File: src/logic/lpm_pkg.sv
// Package of constants and types for the low-power mode controller
package lpm_pkg;
   // ==========================================
   // Register map
   localparam logic [11:0] LPM_PWRCTL_ADDR    = 12'hf80;
   localparam logic [7:0]  LPM_PWRCTL_RESET   = 8'h00;
   localparam int          LPM_BOD_DIS_BIT    = 4;
   localparam logic [7:0]  LPM_PWRCTL_MASK    = 8'h10;
   localparam logic [11:0] LPM_STATUS_ADDR    = 12'hf81;
   localparam logic [11:0] LPM_CONFIG_ADDR    = 12'hf82;
   localparam logic [7:0]  LPM_CONFIG_RESET   = 8'h00;
   localparam int          LPM_CFG_WDT_STOP   = 0;
   localparam int          LPM_CFG_WDT_EN     = 1;
   localparam int          LPM_CFG_CMP_DIS    = 2;
   localparam logic [7:0]  LPM_CONFIG_MASK    = 8'h07;
   // ==========================================
   // Timing
   localparam int          LPM_SMR_HOLD_CYC   = 66;
   localparam int          LPM_CLK_MHZ        = 250;
   localparam int          LPM_HALT_WAKE_NS   = 5000;
   localparam int          LPM_HALT_WAKE_CYC  = LPM_HALT_WAKE_NS * LPM_CLK_MHZ / 1000;
   // ==========================================
   // Power mode states, Gray along run -> halt -> stop -> recover -> run
   typedef enum logic [1:0] {
      LPM_RUN     = 2'b00,
      LPM_HALT    = 2'b01,
      LPM_STOP    = 2'b11,
      LPM_RECOVER = 2'b10
   } lpm_state_e;
   // Wake sources grouped
   typedef struct packed {
      logic irq;
      logic wdt_timeout;
      logic por;
      logic bod_reset;
      logic ext_reset;
   } lpm_wake_s;
   // Domain enables driven out
   typedef struct packed {
      logic xtal_en;
      logic ipo_en;
      logic sysclk_en;
      logic cpu_run;
      logic wdt_osc_en;
      logic wdt_run;
      logic bod_en;
      logic cmp_en;
      logic periph_en;
   } lpm_enables_s;
endpackage

File: src/logic/lpm_counter.sv
// Down counter used for stop-recovery reset hold
`timescale 1ns/100ps
`default_nettype none
module lpm_counter #(
   parameter int WIDTH = 7
) (
   // Clock and reset
   input  wire logic             clk_in,
   input  wire logic             rst_in,
   // Control
   input  wire logic             load_in,
   input  wire logic [WIDTH-1:0] load_val_in,
   input  wire logic             tick_in,
   // Status
   output logic                  done_out
);
   logic [WIDTH-1:0] cnt_r;
   logic [WIDTH-1:0] cnt_nxt;
   // Count ticks down to zero; load takes priority
   always_comb begin
      cnt_nxt = cnt_r;
      if (load_in) begin
         cnt_nxt = load_val_in;
      end else if (tick_in && cnt_r != '0) begin
         cnt_nxt = cnt_r - 1'b1;
      end
      done_out = (cnt_r == '0) && !load_in;
   end
   always_ff @(posedge clk_in) begin
      if (rst_in) begin
         cnt_r <= '0;
      end else begin
         cnt_r <= cnt_nxt;
      end
   end
endmodule
`default_nettype wire

File: src/logic/lpm_ctrl.sv
// Low-power mode controller: stop, halt and peripheral power control
// How it works
// RULE1 - Stop instruction enters stop mode
// RULE2 - Stop halts both oscillators, crystal pins low
// RULE3 - Stop halts clock, processor and counter
// RULE4 - Watchdog runs in stop only if enabled
// RULE5 - Brownout runs in stop per option bit
// RULE6 - Comparators run in stop unless disabled
// RULE7 - Other peripherals idle in stop
// RULE8 - Stop exits only through recovery sequence
// RULE9 - Software avoids stop on external clock
// RULE10 - Halt instruction enters halt mode
// RULE11 - Halt keeps oscillator and clock, stops processor
// RULE12 - Halt keeps watchdog oscillator, watchdog if enabled
// RULE13 - Other peripherals run during halt
// RULE14 - Halt exits on interrupt, watchdog or resets
// RULE15 - Halt wake under five microseconds
// RULE16 - Power bits gate their peripheral blocks
// RULE17 - Bit four disables brownout, ANDed with option
// RULE18 - Software writes zero to reserved bits
// RULE19 - Unused digital peripherals gated automatically
// RULE20 - Recovery holds reset for 66 oscillator cycles
// RULE21 - Enabled pin level change starts recovery
// RULE22 - Entry only after instruction completes
//
// Strobed register access was chosen for this implementation.
`timescale 1ns/100ps
`default_nettype none
module lpm_ctrl
   import lpm_pkg::*;
#(
   parameter int GPIO_W = 17
) (
   // Clock and reset
   input  wire logic              sys_clk_in,
   input  wire logic              sys_rst_in,
   // Processor instruction interface
   input  wire logic              stop_instr_in,
   input  wire logic              halt_instr_in,
   input  wire logic              instr_done_in,
   // Wake sources
   input  wire lpm_wake_s         wake_in,
   input  wire logic              wdt_exc_mode_in,
   input  wire logic [GPIO_W-1:0] gpio_in,
   input  wire logic [GPIO_W-1:0] gpio_smr_en_in,
   input  wire logic              ipo_tick_in,
   // Options and usage
   input  wire logic              bod_always_on_opt_in,
   input  wire logic              periph_busy_in,
   // Register port
   input  wire logic [11:0]       reg_addr_in,
   input  wire logic [7:0]        reg_wdata_in,
   input  wire logic              reg_wr_in,
   input  wire logic              reg_rd_in,
   output logic [7:0]             reg_rdata_out,
   // Power outputs
   output var lpm_enables_s       enables_out,
   output logic                   xtal_pins_low_out,
   output logic                   smr_reset_out,
   output logic                   wdt_exception_out,
   output logic [1:0]             mode_out
);
   // ==========================================
   // State
   lpm_state_e state_r;
   lpm_state_e state_nxt;
   logic [7:0] pwrctl_r;
   logic [7:0] pwrctl_nxt;
   logic [7:0] config_r;
   logic [7:0] config_nxt;
   logic [7:0] rdata_r;
   logic [7:0] rdata_nxt;
   logic       pend_exc_r;
   logic       pend_exc_nxt;
   logic [1:0] cause_r;
   logic [1:0] cause_nxt;
   logic       pin_change;
   logic       hold_done;
   logic       load_hold;
   logic       halt_wake;
   logic       stop_wake;
   logic       wdt_stop_en;
   logic       wdt_en;

   assign wdt_stop_en = config_r[LPM_CFG_WDT_STOP];
   assign wdt_en      = config_r[LPM_CFG_WDT_EN];

   // ==========================================
   // Wake detection
   lpm_edge_detect #(
      .WIDTH      (GPIO_W)
   ) u_edge (
      .clk_in     (sys_clk_in),
      .rst_in     (sys_rst_in),
      .pin_in     (gpio_in),
      .enable_in  (gpio_smr_en_in),
      .arm_in     (state_r == LPM_STOP),
      .change_out (pin_change)
   );

   // Recovery hold counts internal oscillator ticks
   lpm_counter #(
      .WIDTH       (7)
   ) u_hold (
      .clk_in      (sys_clk_in),
      .rst_in      (sys_rst_in),
      .load_in     (load_hold),
      .load_val_in (7'(LPM_SMR_HOLD_CYC)),
      .tick_in     (ipo_tick_in),
      .done_out    (hold_done)
   );

   // Any listed event ends halt; wake is one cycle, far under the limit
   assign halt_wake = wake_in.irq | (wake_in.wdt_timeout & wdt_en)  // RULE14 RULE15
                    | wake_in.por | wake_in.bod_reset | wake_in.ext_reset;
   // In stop only the watchdog, if kept running, or pins can wake
   assign stop_wake = pin_change | (wake_in.wdt_timeout & wdt_en & wdt_stop_en); // RULE21 RULE8

   // ==========================================
   // Mode state machine
   always_comb begin
      state_nxt    = state_r;
      load_hold    = 1'b0;
      pend_exc_nxt = pend_exc_r;
      unique case (state_r)
         LPM_RUN: begin
            if (instr_done_in && stop_instr_in) begin  // RULE1 RULE22
               state_nxt = LPM_STOP;
            end else if (instr_done_in && halt_instr_in) begin  // RULE10 RULE22
               state_nxt = LPM_HALT;
            end
         end
         LPM_HALT: begin
            if (halt_wake) begin  // RULE14
               state_nxt = LPM_RUN;
            end
         end
         LPM_STOP: begin
            if (stop_wake) begin  // RULE8
               state_nxt    = LPM_RECOVER;
               load_hold    = 1'b1;
               pend_exc_nxt = wake_in.wdt_timeout & wdt_exc_mode_in & !pin_change;
            end
         end
         LPM_RECOVER: begin
            if (hold_done) begin  // RULE20
               state_nxt    = LPM_RUN;
               pend_exc_nxt = 1'b0;
            end
         end
      endcase
   end

   // ==========================================
   // Register file: write path and read data
   always_comb begin
      pwrctl_nxt = pwrctl_r;
      config_nxt = config_r;
      rdata_nxt  = 8'h00;
      cause_nxt  = cause_r;
      if (reg_wr_in && reg_addr_in == LPM_PWRCTL_ADDR) begin
         // Reserved bits are not stored; software must write them zero
         pwrctl_nxt = reg_wdata_in & LPM_PWRCTL_MASK;  // RULE18
      end
      if (reg_wr_in && reg_addr_in == LPM_CONFIG_ADDR) begin
         config_nxt = reg_wdata_in & LPM_CONFIG_MASK;
      end
      if (state_r == LPM_RECOVER && hold_done) begin
         cause_nxt = {1'b1, pend_exc_r};
      end
      if (reg_rd_in) begin
         unique case (reg_addr_in)
            LPM_PWRCTL_ADDR: rdata_nxt = pwrctl_r;
            LPM_CONFIG_ADDR: rdata_nxt = config_r;
            LPM_STATUS_ADDR: rdata_nxt = {4'h0, cause_r, state_r};
            default:         rdata_nxt = 8'h00;
         endcase
      end
   end

   always_ff @(posedge sys_clk_in) begin
      if (sys_rst_in) begin
         state_r    <= LPM_RUN;
         pwrctl_r   <= LPM_PWRCTL_RESET;
         config_r   <= LPM_CONFIG_RESET;
         rdata_r    <= 8'h00;
         pend_exc_r <= 1'b0;
         cause_r    <= 2'b00;
      end else begin
         state_r    <= state_nxt;
         pwrctl_r   <= pwrctl_nxt;
         config_r   <= config_nxt;
         rdata_r    <= rdata_nxt;
         pend_exc_r <= pend_exc_nxt;
         cause_r    <= cause_nxt;
      end
   end

   // ==========================================
   // Power domain enables, decoded from state so they follow it exactly
   always_comb begin
      logic in_stop;
      logic in_rec;
      logic bod_ok;
      in_stop = (state_r == LPM_STOP);
      in_rec  = (state_r == LPM_RECOVER);
      // Brownout in stop needs both the register and the option bit
      bod_ok  = !pwrctl_r[LPM_BOD_DIS_BIT] && bod_always_on_opt_in;  // RULE17 RULE16
      enables_out.xtal_en    = !in_stop;                   // RULE2 RULE11
      enables_out.ipo_en     = !in_stop;                   // RULE2
      enables_out.sysclk_en  = !in_stop;                   // RULE3 RULE11
      enables_out.cpu_run    = (state_r == LPM_RUN);        // RULE3 RULE11
      enables_out.wdt_osc_en = in_stop ? wdt_stop_en : 1'b1;  // RULE4 RULE12
      enables_out.wdt_run    = wdt_en && (!in_stop || wdt_stop_en);  // RULE4 RULE12
      enables_out.bod_en     = in_stop ? bod_ok : !pwrctl_r[LPM_BOD_DIS_BIT]; // RULE5 RULE17
      enables_out.cmp_en     = !config_r[LPM_CFG_CMP_DIS];  // RULE6
      // Digital peripherals clock only in run or halt and when in use
      enables_out.periph_en  = !in_stop && !in_rec && periph_busy_in;  // RULE7 RULE13 RULE19
      xtal_pins_low_out      = in_stop;                    // RULE2
      smr_reset_out          = in_rec;                     // RULE20
   end

   // Exception flagged in the last recovery cycle when a watchdog timeout alone woke stop in exception mode
   assign wdt_exception_out = (state_r == LPM_RECOVER) && hold_done && pend_exc_r;
   assign reg_rdata_out     = rdata_r;
   assign mode_out          = state_r;
endmodule
`default_nettype wire

File: src/logic/lpm_edge_detect.sv
// Level change detector for stop-recovery pins
`timescale 1ns/100ps
`default_nettype none
module lpm_edge_detect #(
   parameter int WIDTH = 8
) (
   // Clock and reset
   input  wire logic             clk_in,
   input  wire logic             rst_in,
   // Pins
   input  wire logic [WIDTH-1:0] pin_in,
   input  wire logic [WIDTH-1:0] enable_in,
   input  wire logic             arm_in,
   // Result
   output logic                  change_out
);
   logic [WIDTH-1:0] last_r;
   logic [WIDTH-1:0] last_nxt;
   // Keep tracking while disarmed so an old level never looks like a change
   always_comb begin
      last_nxt   = pin_in;
      change_out = arm_in && (|((pin_in ^ last_r) & enable_in));
   end
   always_ff @(posedge clk_in) begin
      if (rst_in) begin
         last_r <= '0;
      end else begin
         last_r <= last_nxt;
      end
   end
endmodule
`default_nettype wire

File: config.mk
export PLATFORM = sky130hd
export DESIGN_NAME = lpm_ctrl
export DESIGN_NICKNAME = d
export VERILOG_FILES = /design/src/logic/lpm_pkg.sv /design/src/logic/lpm_counter.sv /design/src/logic/lpm_ctrl.sv /design/src/logic/lpm_edge_detect.sv
export SDC_FILE = /design/constraint.sdc
export NUM_CORES = 1
export LEC_CHECK = 0
export BUFFER_PORTS_ARGS = -buffer_cell sky130_fd_sc_hd__buf_2
export CAP_MARGIN = 30
export CORE_MARGIN = 1
export CORE_UTILIZATION = 50
export CTS_BUF_LIST = sky130_fd_sc_hd__clkbuf_8
export CTS_CLUSTER_SIZE = 30
export DETAILED_ROUTE_END_ITERATION = 8
export GPL_TIMING_DRIVEN = 0
export PLACE_DENSITY_LB_ADDON = 0.08
export SLEW_MARGIN = 20
export SYNTH_ARGS = -nofsm -noshare
export SYNTH_HDL_FRONTEND = slang
export SYNTH_SLANG_ARGS = --single-unit
File: constraint.sdc
create_clock -name sys_clk_in -period 3.3 [get_ports sys_clk_in]
set_clock_uncertainty 0.15 [all_clocks]
set_input_delay 0.495 -clock sys_clk_in [delete_from_list [all_inputs] [get_ports sys_clk_in]]
set_output_delay 0.495 -clock sys_clk_in [all_outputs]
set_load 0.02 [all_outputs]
==> impl_metrics.py, run 1 <==
metrics = {
    "sta": {
        "setup_viol": 0,
        "finalHoldViolations": 0,
        "post-route-period-util": 0.724,
        "timing.fmax_ghz": 0.419,
        "rsz0062_at_grt": "no",
        "worst_pin_slew_ps": 525,
        "timing.slew.headroom": 0.646,
        "final.setup.tns_ps": 0,
        "period_needed_ps": 2390,
        "drv_slew": 0,
    },
    "routing": {
        "drtIter0Drc": 49,
        "dr.pass1.iters": 4,
        "wl_per_cell_um": 11.7,
        "via_count": 1659,
        "via_per_inst": 4.91,
        "ant_nets": 0,
        "drc_errors": 0,
        "wl_mm": 3.95,
    },
    "cells_and_area": {
        "final_cell_mix": "84 x buf_2, 38 x dfxtp_1, 21 x nor2_1, 21 x nor2b_1, 17 x xor2_1",
        "finish.utilization": 0.701,
        "layout-drive-gt1-share": 0.363,
        "nNetsFinal": 363,
        "area_growth_pct": 31.7,
        "final_common_cell": "buf_2",
        "diodes": 0,
    },
    "placed_design": {
        "gp_congestion": 0.773,
        "hpwlAfterDp_mm": 3.00,
        "port_buffers": 84,
    },
    "clock_tree": {
        "clk_latency_ps": 290,
        "postCtsSetupBuffers": 0,
        "cts_sinks": 38,
        "cts.repair.resized": 0,
        "cts_max_path_buffers": 2,
        "clock-root-buffer": "clkbuf_8",
        "htreeDepth": 2,
        "cts_tree": "done",
        "cts_hold_buffers": 0,
        "cts_buffers": 5,
        "path_clk_slew_ps": 70,
    },
    "die": {
        "core_area_mm2": 0.00342,
        "io_pins": 92,
        "die_area_mm2": 0.00388,
        "die-height_um": 62.3,
        "initial_core_util": 0.532,
        "die_x_um": 62.3,
        "placementRows": 21,
    },
    "global_route": {
        "grt_max_degree": 12,
        "met2_usage": 0.386,
        "grt_busiest_layer": "met2",
        "grt_pass1_wl_mm": 6.56,
        "grt.overflow.total": 0,
        "antenna_found_initial": 0,
        "track_usage": 0.215,
        "met3_usage": 0.0533,
        "grt_util_met1": 0.231,
        "grt_pass1_vias": 1539,
    },
    "critical_path": {
        "start_kind": "flop",
        "timing.rr.start": "u_edge.last_r[2]$_SDFF_PP0_",
        "worstPathCellList": "inv_1 -> ha_1 -> and2b_1 -> and3_2 -> and2_1 -> buf_2",
        "rrSetupSlack_ps": 1440,
        "critical_path_required_ps": 2650,
        "crit_path_max_incr_delay_ps": 370,
        "r2r_cells": 5,
        "worstPathMaxFanout": 5,
        "end_kind": "primary output",
        "reg2reg_to": "u_hold.cnt_r[2]$_SDFFE_PP0P_",
        "cp_data_arrival_time_ps": 1740,
        "crit_path_top_delay_cell": "dfxtp_1",
        "path_class": "reg -> out",
    },
    "min_path": {
        "hold_class": "in -> reg",
        "min_from": "gpio_in[0]",
        "holdPathEnd": "u_edge.last_r[0]$_SDFF_PP0_",
        "holdPathStages": 2,
    },
    "power_and_ir_drop": {
        "power_leakage_nw": 1.13,
        "ir_worst_vdd_mv": 0.402,
        "powerDensity_mw_per_mm2": 545,
    },
    "yosys": {
        "yosys-top-cells-area": "dfxtp_1 42%, xor2_1 8.2%, nor2b_1 7.2%, a22oi_1 4.5%, nor2_1 4.3%",
        "synth-main-ff-cell": "dfxtp_1",
        "synthMuxAreaShare": 0.0220,
        "yosysTopAreaCell": "dfxtp_1",
        "synth_edf_count": 0,
        "synthArstFlopShare": 0,
        "synth_area_per_cell_um2": 9.18,
        "synth_top_family_by_area": "simple AND/OR/NAND/NOR gates",
        "yosys.area_share.adder": 0.0138,
        "synth_compound_area_frac": 0.127,
        "yosys.area_share.simple": 0.270,
        "ys_types": 43,
        "yosys.area.top_type_share": 0.418,
        "ys.warnings.count": 0,
        "synth-xor-area-share": 0.101,
        "ys_seq_area_frac": 0.418,
        "netlist_area_mm2": 0.00182,
        "syn_inst": 198,
        "ys_ff_latch": 38,
    },
    "status": {
        "status": "finished, final reports clean",
    },
    "run": {
        "cap_violations": 0,
    },
}
==> layer usage <==
metal | wire length [um] | vias up
li1 | - | 857
met1 | 1710 | 736
met2 | 1910 | 58
met3 | 260 | 8
met4 | 66 | 0
met5 | 0 | -
==> state kept, by name, indices dropped and copies added, names as in the netlist <==
signal         count
reg_rdata_out      5
u_edge.last_r     17
config_r           3
u_hold.cnt_r       7
cause_r            2
mode_out           2
pend_exc_r         1
pwrctl_r           1
==> through the flow <==
| step | instance area (um^2) | hold slack (ps) | total power [mW] | setup WS (ps) | std cells |
|---|---|---|---|---|---|
| 3_3_place_gp | 2300 | 289 | 0.975 | 1180 | 330 |
| 6_report | 2390 | 284 | 1.30 | 912 | 338 |
| 3_5_place_dp | 2300 | 294 | 0.984 | 1160 | 330 |
| 5_1_grt | 2390 | 289 | 1.39 | 813 | 338 |
| 4_1_cts | 2390 | 286 | 1.31 | 908 | 338 |
| 2_1_floorplan | 1830 | 260 | 0.877 | 1050 | 200 |
==> cells by family (layout without fill, tap and decap cells) <==
group                    after synthesis  count (layout)
AO/OA/AOI/OAI                         29              29
XOR/XNOR                              21              21
adder cells (fa/ha/maj)                2               2
buffers and inverters                 16             108
flip-flops                            38              38
multiplexers                           4               4
other                                  1               3
AND/OR/NAND/NOR                       87              87
==> cell type report <==
class | count | area, um^2
clock buffer | 6 | 82.6
sequential | 38 | 761
buffer | 10 | 60.1
multi-input combinational | 146 | 982
inverter | 6 | 22.5
clock inverter | 2 | 8.76
fill | 304 | 1020
tap | 46 | 57.6
timing repair buffer | 84 | 420
==> synthesized netlist by cell type (5+ instances only) <==
master / count
xor2_1: 17
buf_4: 6
nand3_1: 5
nand2_1: 10
and2_1: 6
nor3_1: 5
a22oi_1: 11
nor2b_1: 21
inv_1: 6
dfxtp_1: 38
nor2_1: 21
==> where the power goes <==
group	total [mW]	internal [mW]	leakage [nW]	switching [mW]
combinational	0.410	0.209	0.769	0.201
clock	0.326	0.165	0.0524	0.161
sequential	0.568	0.509	0.312	0.0586
==> worst max-delay path by stage <==
stage	slack [ps]	from	end
6_report	910	u_hold.cnt_r[0]$_SDFFE_PP0P_	wdt_exception_out
5_1_grt	810	u_hold.cnt_r[0]$_SDFFE_PP0P_	wdt_exception_out
4_1_cts	910	u_hold.cnt_r[0]$_SDFFE_PP0P_	wdt_exception_out
3_5_place_dp	1160	gpio_in[11]	u_hold.cnt_r[2]$_SDFFE_PP0P_
3_3_place_gp	1180	gpio_in[11]	u_hold.cnt_r[2]$_SDFFE_PP0P_
2_1_floorplan	1050	mode_out[1]$_SDFFE_PP0P_	enables_out[3]
==> worst max-delay path: cells and delay by family (launching register included) <==
kind,cells,cell delay (ps)
buffers and inverters,2,240
adders and majority gates,1,190
and+or+nand+nor,3,660
DFF,1,370
No activity file was read; power rests on OpenSTA's default activity.
==> run 2, diff against run 1 <==
ABC_AREA = 1   (was not set)
CORE_UTILIZATION = 48   (was 50)
clock period = 2.3 ns   (was 3.3 ns; I/O delays follow)
==> run 2 against run 1 <==
  * Non-clock buffer count shrank 2
  * Power grew 63%
  * Critical path depth grew 1
  * First-iteration DRC count grew 140%
  * Cell area grew 8.8%
  * Clock power grew 110%
  * Worst setup slack lost 740 ps
==> impl_metrics.py, run 2 <==
metrics = {
    "clock_tree": {
        "cts_max_path_buffers": 2,
        "htreeDepth": 2,
        "postCtsSetupBuffers": 0,
        "cts_buffers": 5,
        "cts_sinks": 38,
        "cts_hold_buffers": 0,
        "cts.repair.resized": 0,
        "clock-root-buffer": "clkbuf_8",
        "clk_latency_ps": 280,
        "cts_tree": "done",
        "path_clk_slew_ps": 70,
    },
    "yosys": {
        "synth_edf_count": 0,
        "synth_area_per_cell_um2": 6.63,
        "synth_top_family_by_area": "simple AND/OR/NAND/NOR gates",
        "synth_compound_area_frac": 0.0754,
        "yosysTopAreaCell": "dfxtp_1",
        "ys_ff_latch": 38,
        "yosys-top-cells-area": "dfxtp_1 39%, nand2_1 12%, nor2_1 10%, inv_1 7.2%, nand3_1 5.6%",
        "yosysMostFrequentCell": "nand2_1",
        "synth-xor-area-share": 0.00887,
        "ys_seq_area_frac": 0.385,
        "synthMuxAreaShare": 0,
        "synthArstFlopShare": 0,
        "yosys.area_share.simple": 0.383,
        "synth-main-ff-cell": "dfxtp_1",
        "ys_types": 32,
        "ys.warnings.count": 0,
        "syn_inst": 298,
        "netlist_area_mm2": 0.00197,
        "yosys.area.top_type_share": 0.385,
        "synth_commonest_cells": "62 x nand2_1, 53 x nor2_1, 38 x dfxtp_1, 38 x inv_1, 22 x nand3_1",
        "yosys.area_share.adder": 0.0127,
    },
    "critical_path": {
        "crit_path_max_incr_delay_ps": 330,
        "rrSetupSlack_ps": 630,
        "crit_buf_inv": 3,
        "worstPathCellList": "inv_1 -> ha_1 -> nand4_2 -> nor2_1 -> inv_2 -> nor2_2 -> buf_2",
        "crit_start": "u_hold.cnt_r[0]$_SDFFE_PP0P_",
        "critical_path_required_ps": 1800,
        "worstPathMaxFanout": 3,
        "timing.rr.start": "u_hold.cnt_r[0]$_SDFFE_PP0P_",
        "crit_path_top_delay_cell": "dfxtp_1",
        "crit_family": "simple AND/OR/NAND/NOR gates",
        "cp_data_arrival_time_ps": 1630,
        "path_class": "reg -> out",
        "start_kind": "flop",
        "end_kind": "primary output",
    },
    "cells_and_area": {
        "nNetsFinal": 463,
        "design_area_mm2": 0.00261,
        "final_cell_mix": "84 x buf_2, 62 x nand2_1, 53 x nor2_1",
        "layout-drive-gt1-share": 0.334,
        "final_common_cell": "buf_2",
        "diodes": 0,
        "fillers": 329,
        "largest_reg_flops": 17,
        "largest_register": "u_edge.last_r",
        "area_growth_pct": 31.9,
    },
    "sta": {
        "final.setup.tns_ps": 0,
        "timing.fmax_ghz": 0.471,
        "finalHoldViolations": 0,
        "drv_slew": 0,
        "setup_viol": 0,
        "period_needed_ps": 2120,
        "rsz0062_at_grt": "no",
        "post-route-period-util": 0.924,
    },
    "min_path": {
        "hold_class": "in -> reg",
        "min_from": "gpio_in[8]",
    },
    "global_route": {
        "antenna_found_initial": 0,
        "track_usage": 0.214,
        "grt_pass1_vias": 1714,
        "grt.overflow.total": 0,
        "grt_pass1_wl_mm": 7.13,
        "grt_max_degree": 13,
    },
    "placed_design": {
        "port_buffers": 84,
        "gp_congestion": 0.792,
        "hpwlAfterDp_mm": 3.21,
        "dpl_cell_area_mm2": 0.00246,
    },
    "routing": {
        "drc_errors": 0,
        "wl_mm": 4.01,
        "via_count": 2016,
        "dr.pass1.iters": 4,
        "ant_nets": 0,
        "wl_per_cell_um": 9.12,
        "via_per_inst": 4.58,
        "drtIter0Drc": 116,
    },
    "die": {
        "placementRows": 22,
        "die-height_um": 66.1,
        "core_area_mm2": 0.00380,
        "die_x_um": 66.1,
        "io_pins": 92,
        "die_area_mm2": 0.00437,
        "initial_core_util": 0.520,
    },
    "power_and_ir_drop": {
        "total_power_mw": 2.13,
        "ir_worst_vdd_mv": 0.509,
        "power_leakage_nw": 1.36,
        "powerDensity_mw_per_mm2": 816,
    },
    "run": {
        "cap_violations": 0,
    },
    "status": {
        "status": "finished, final reports clean",
    },
}
-- run 2: cell count changes after synthesis, moves of 5 or more --
cell,change
or2_1,+7
nor2b_1,-21
nor2_1,+32
a22oi_1,-11
xor2_1,-15
and2_1,-6
nand3_1,+17
inv_2,+16
o21ai_0,+5
nand2_1,+52
inv_1,+32
-- run 2: cells by family after synthesis --
| family | count (synthesis) |
|---|---|
| other cells | 1 |
| xor+xnor | 2 |
| fa+ha+maj | 2 |
| compound gates | 23 |
| simple gates | 168 |
| buf+inv | 64 |
| flops | 38 |
-- run 2: final cells by class --
class | instances | area (um^2) | area share
well taps | 48 | 60.1 | 0.0231
repair buffers | 84 | 420 | 0.161
inverters | 56 | 210 | 0.0807
clock inverters | 2 | 60.1 | 0.0231
clock buffers | 6 | 82.6 | 0.0317
multi-input cells | 198 | 958 | 0.368
flip-flops and latches | 38 | 761 | 0.292
plain buffers | 8 | 52.6 | 0.0202
-- run 2: per-layer routing --
| layer | share of wire | vias to the layer above | global-route usage |
|---|---|---|---|
| met1 | 0.47 | 847 | 0.264 |
| met2 | 0.45 | 68 | 0.361 |
| met3 | 0.058 | 9 | 0.0517 |
| met4 | 0.019 | 0 | 0.0718 |
| li1 | - | 1092 | - |
| met5 | 0 | - | 0 |
-- run 2: metrics by stage --
stage          instances  utilization  hold slack, ps  setup WS (ps)
2_1_floorplan        300            -             264            337
3_3_place_gp         432        0.648             318            526
3_5_place_dp         432        0.648             318            520
4_1_cts              440        0.686             115            155
5_1_grt              440        0.686             123           40.1
6_report             440        0.686             127            176
-- run 2: power by group --
| part | leakage (nW) | switching [mW] | total (mW) | internal (mW) |
|---|---|---|---|---|
| Combinational | 0.975 | 0.387 | 0.641 | 0.254 |
| Clock | 0.0714 | 0.228 | 0.690 | 0.463 |
| Sequential | 0.312 | 0.0536 | 0.795 | 0.741 |
| Total | 1.36 | 0.669 | 2.13 | 1.46 |
-- run 2: worst reg2reg max path: stages, from the launching register on --
cell and delay [ps]:
dfxtp_1 370, inv_1 90, ha_1 220, nand4_2 130
nand2_2 110, nor2_2 130, nand2_2 80, o21ai_0 150
nand2_1 80, a21oi_1 110
-- run 2: path summary, 6_finish.rpt --
check                                               endpoint  cells after the start
worst max-delay path                       wdt_exception_out                      7
worst min-delay path             u_edge.last_r[8]$_SDFF_PP0_                      3
worst max register to register  u_hold.cnt_r[6]$_SDFFE_PP0P_                      9
worst min register to register       cause_r[0]$_SDFFE_PP0P_                      2
==> run 3, diff against run 2 <==
CORE_MARGIN = 3   (was 1)
REMOVE_ABC_BUFFERS = 1   (was not set)
==> run 3 against run 2 <==
  * Global-route usage down 3.8 points
  * Sequential power about the same
  * Hold slack better by 1.7 ps
  * Combinational power down 3%
  * Wire length up 2.3%
  * Final cell count down 1.8%
  * Cell area down 2.0%
  * Fmax down 0.96%
  * Count of clock-buffer cells in the layout unchanged
  * First-iteration DRC count down 58%
  * Non-clock buffer count down 8
  * Power down 1.0%
==> impl_metrics.py, run 3 (same netlist as run 2, synthesis figures left out) <==
metrics = {
    "status": {
        "status": "finished, final reports clean",
    },
    "run": {
        "cap_violations": 0,
    },
    "global_route": {
        "antenna_found_initial": 0,
        "track_usage": 0.176,
        "grt_pass1_vias": 1763,
        "grt.overflow.total": 0,
        "grt_max_degree": 24,
        "grt_pass1_wl_mm": 7.10,
    },
    "placed_design": {
        "port_buffers": 84,
        "gp_congestion": 0.789,
        "hpwlAfterDp_mm": 3.34,
    },
    "critical_path": {
        "start_kind": "flop",
        "worstPathCellList": "inv_2 -> nor2_1 -> inv_1 -> nor2_1 -> inv_2 -> nor2_2 -> buf_2",
        "r2r_cells": 8,
        "worstPathMaxFanout": 6,
        "crit_start": "mode_out[1]$_SDFFE_PP0P_",
        "critical_path_required_ps": 1800,
        "cp.depth": 7,
        "rrSetupSlack_ps": 630,
        "path_class": "reg -> out",
        "timing.rr.start": "u_hold.cnt_r[0]$_SDFFE_PP0P_",
        "crit_path_max_incr_delay_ps": 460,
        "cp_data_arrival_time_ps": 1650,
        "setup.worst_path.end": "wdt_exception_out",
        "crit_buf_inv": 4,
        "end_kind": "primary output",
        "crit_family": "simple AND/OR/NAND/NOR gates",
        "reg2reg_to": "u_hold.cnt_r[5]$_SDFFE_PP0P_",
        "crit_path_top_delay_cell": "dfxtp_1",
    },
    "die": {
        "io_pins": 92,
        "initial_core_util": 0.520,
        "die_area_mm2": 0.00492,
        "placementRows": 22,
        "die_x_um": 70.1,
        "die-height_um": 70.1,
        "core_area_mm2": 0.00380,
    },
    "cells_and_area": {
        "area_growth_pct": 29.3,
        "seq_area_um2": 761,
        "fillers": 370,
        "diodes": 0,
        "nNetsFinal": 455,
        "largest_reg_flops": 17,
        "final_cell_mix": "84 x buf_2, 62 x nand2_1, 53 x nor2_1",
        "layout-drive-gt1-share": 0.326,
        "multi_input_area_um2": 958,
        "largest_register": "u_edge.last_r",
        "final_common_cell": "buf_2",
    },
    "sta": {
        "rsz0062_at_grt": "no",
        "setup_viol": 0,
        "whs_ps": 128,
        "timing.fmax_ghz": 0.466,
        "drv_slew": 0,
        "finalHoldViolations": 0,
        "period_needed_ps": 2140,
        "final.setup.tns_ps": 0,
        "post-route-period-util": 0.933,
    },
    "clock_tree": {
        "cts_sinks": 38,
        "cts_hold_buffers": 0,
        "cts.repair.resized": 0,
        "clock-root-buffer": "clkbuf_8",
        "path_clk_slew_ps": 80,
        "clk_latency_ps": 290,
        "cts_max_path_buffers": 2,
        "cts_buffers": 5,
        "postCtsSetupBuffers": 0,
        "cts_tree": "done",
        "htreeDepth": 2,
    },
    "routing": {
        "ant_nets": 0,
        "via_per_inst": 4.56,
        "drtIter0Drc": 49,
        "dr.pass1.iters": 4,
        "via_count": 1969,
        "wl_mm": 4.10,
        "drc_errors": 0,
        "wl_per_cell_um": 9.50,
    },
    "power_and_ir_drop": {
        "powerDensity_mw_per_mm2": 824,
        "power_leakage_nw": 1.33,
        "ir_worst_vdd_mv": 0.416,
    },
    "min_path": {
        "min_from": "gpio_in[8]",
        "hold_class": "in -> reg",
    },
}
run 3: metrics by stage:
| step | power [mW] | util | setup WS (ps) | cell area [um^2] | cells |
|---|---|---|---|---|---|
| floorplan | 1.27 | - | 305 | 1930 | 292 |
| global placement | 1.42 | 0.634 | 519 | 2410 | 424 |
| detailed placement | 1.43 | 0.634 | 528 | 2410 | 424 |
| CTS | 2.13 | 0.672 | 186 | 2550 | 432 |
| global route | 2.25 | 0.672 | 35.7 | 2550 | 432 |
| finish | 2.10 | 0.672 | 155 | 2550 | 432 |
run 3: worst min-delay path by stage:
stage | to | cells after the start
floorplan | cause_r[0]$_SDFFE_PP0P_ | 1
global placement | cause_r[0]$_SDFFE_PP0P_ | 2
detailed placement | reg_rdata_out[2]$_SDFF_PP0_ | 2
CTS | u_edge.last_r[10]$_SDFF_PP0_ | 3
global route | u_edge.last_r[8]$_SDFF_PP0_ | 3
finish | u_edge.last_r[8]$_SDFF_PP0_ | 3
run 3: worst reg2reg max path: cells and delay by family (launching register included):
kind                       cells  cell delay [ps]
xor gates and xnor gates       1              150
adders and majority gates      1              210
and+or+nand+nor                5              590
buffers and inverters          1               90
DFF                            1              370
run 3: area by class of cell:
| class | count | share of cell area |
|---|---|---|
| Clock inverter | 2 | 0.0235 |
| Sequential cell | 38 | 0.298 |
| Tap cell | 48 | 0.0235 |
| Inverter | 56 | 0.0824 |
| Timing Repair Buffer | 84 | 0.165 |
| Multi-Input combinational cell | 198 | 0.375 |
| Clock buffer | 6 | 0.0324 |
run 3: routing by layer:
| layer | part of all wire | wire length [um] | GRT usage |
|---|---|---|---|
| met5 | 0 | 0 | 0 |
| met4 | 0.013 | 53 | 0.0574 |
| met3 | 0.051 | 208 | 0.0403 |
| met2 | 0.51 | 2090 | 0.326 |
| met1 | 0.43 | 1750 | 0.195 |
run 3: report_power, final:
part	leakage (nW)	switching [mW]	internal (mW)
clock	0.0714	0.224	0.462
sequential	0.312	0.0544	0.741
combinational	0.944	0.379	0.243
total	1.33	0.657	1.45
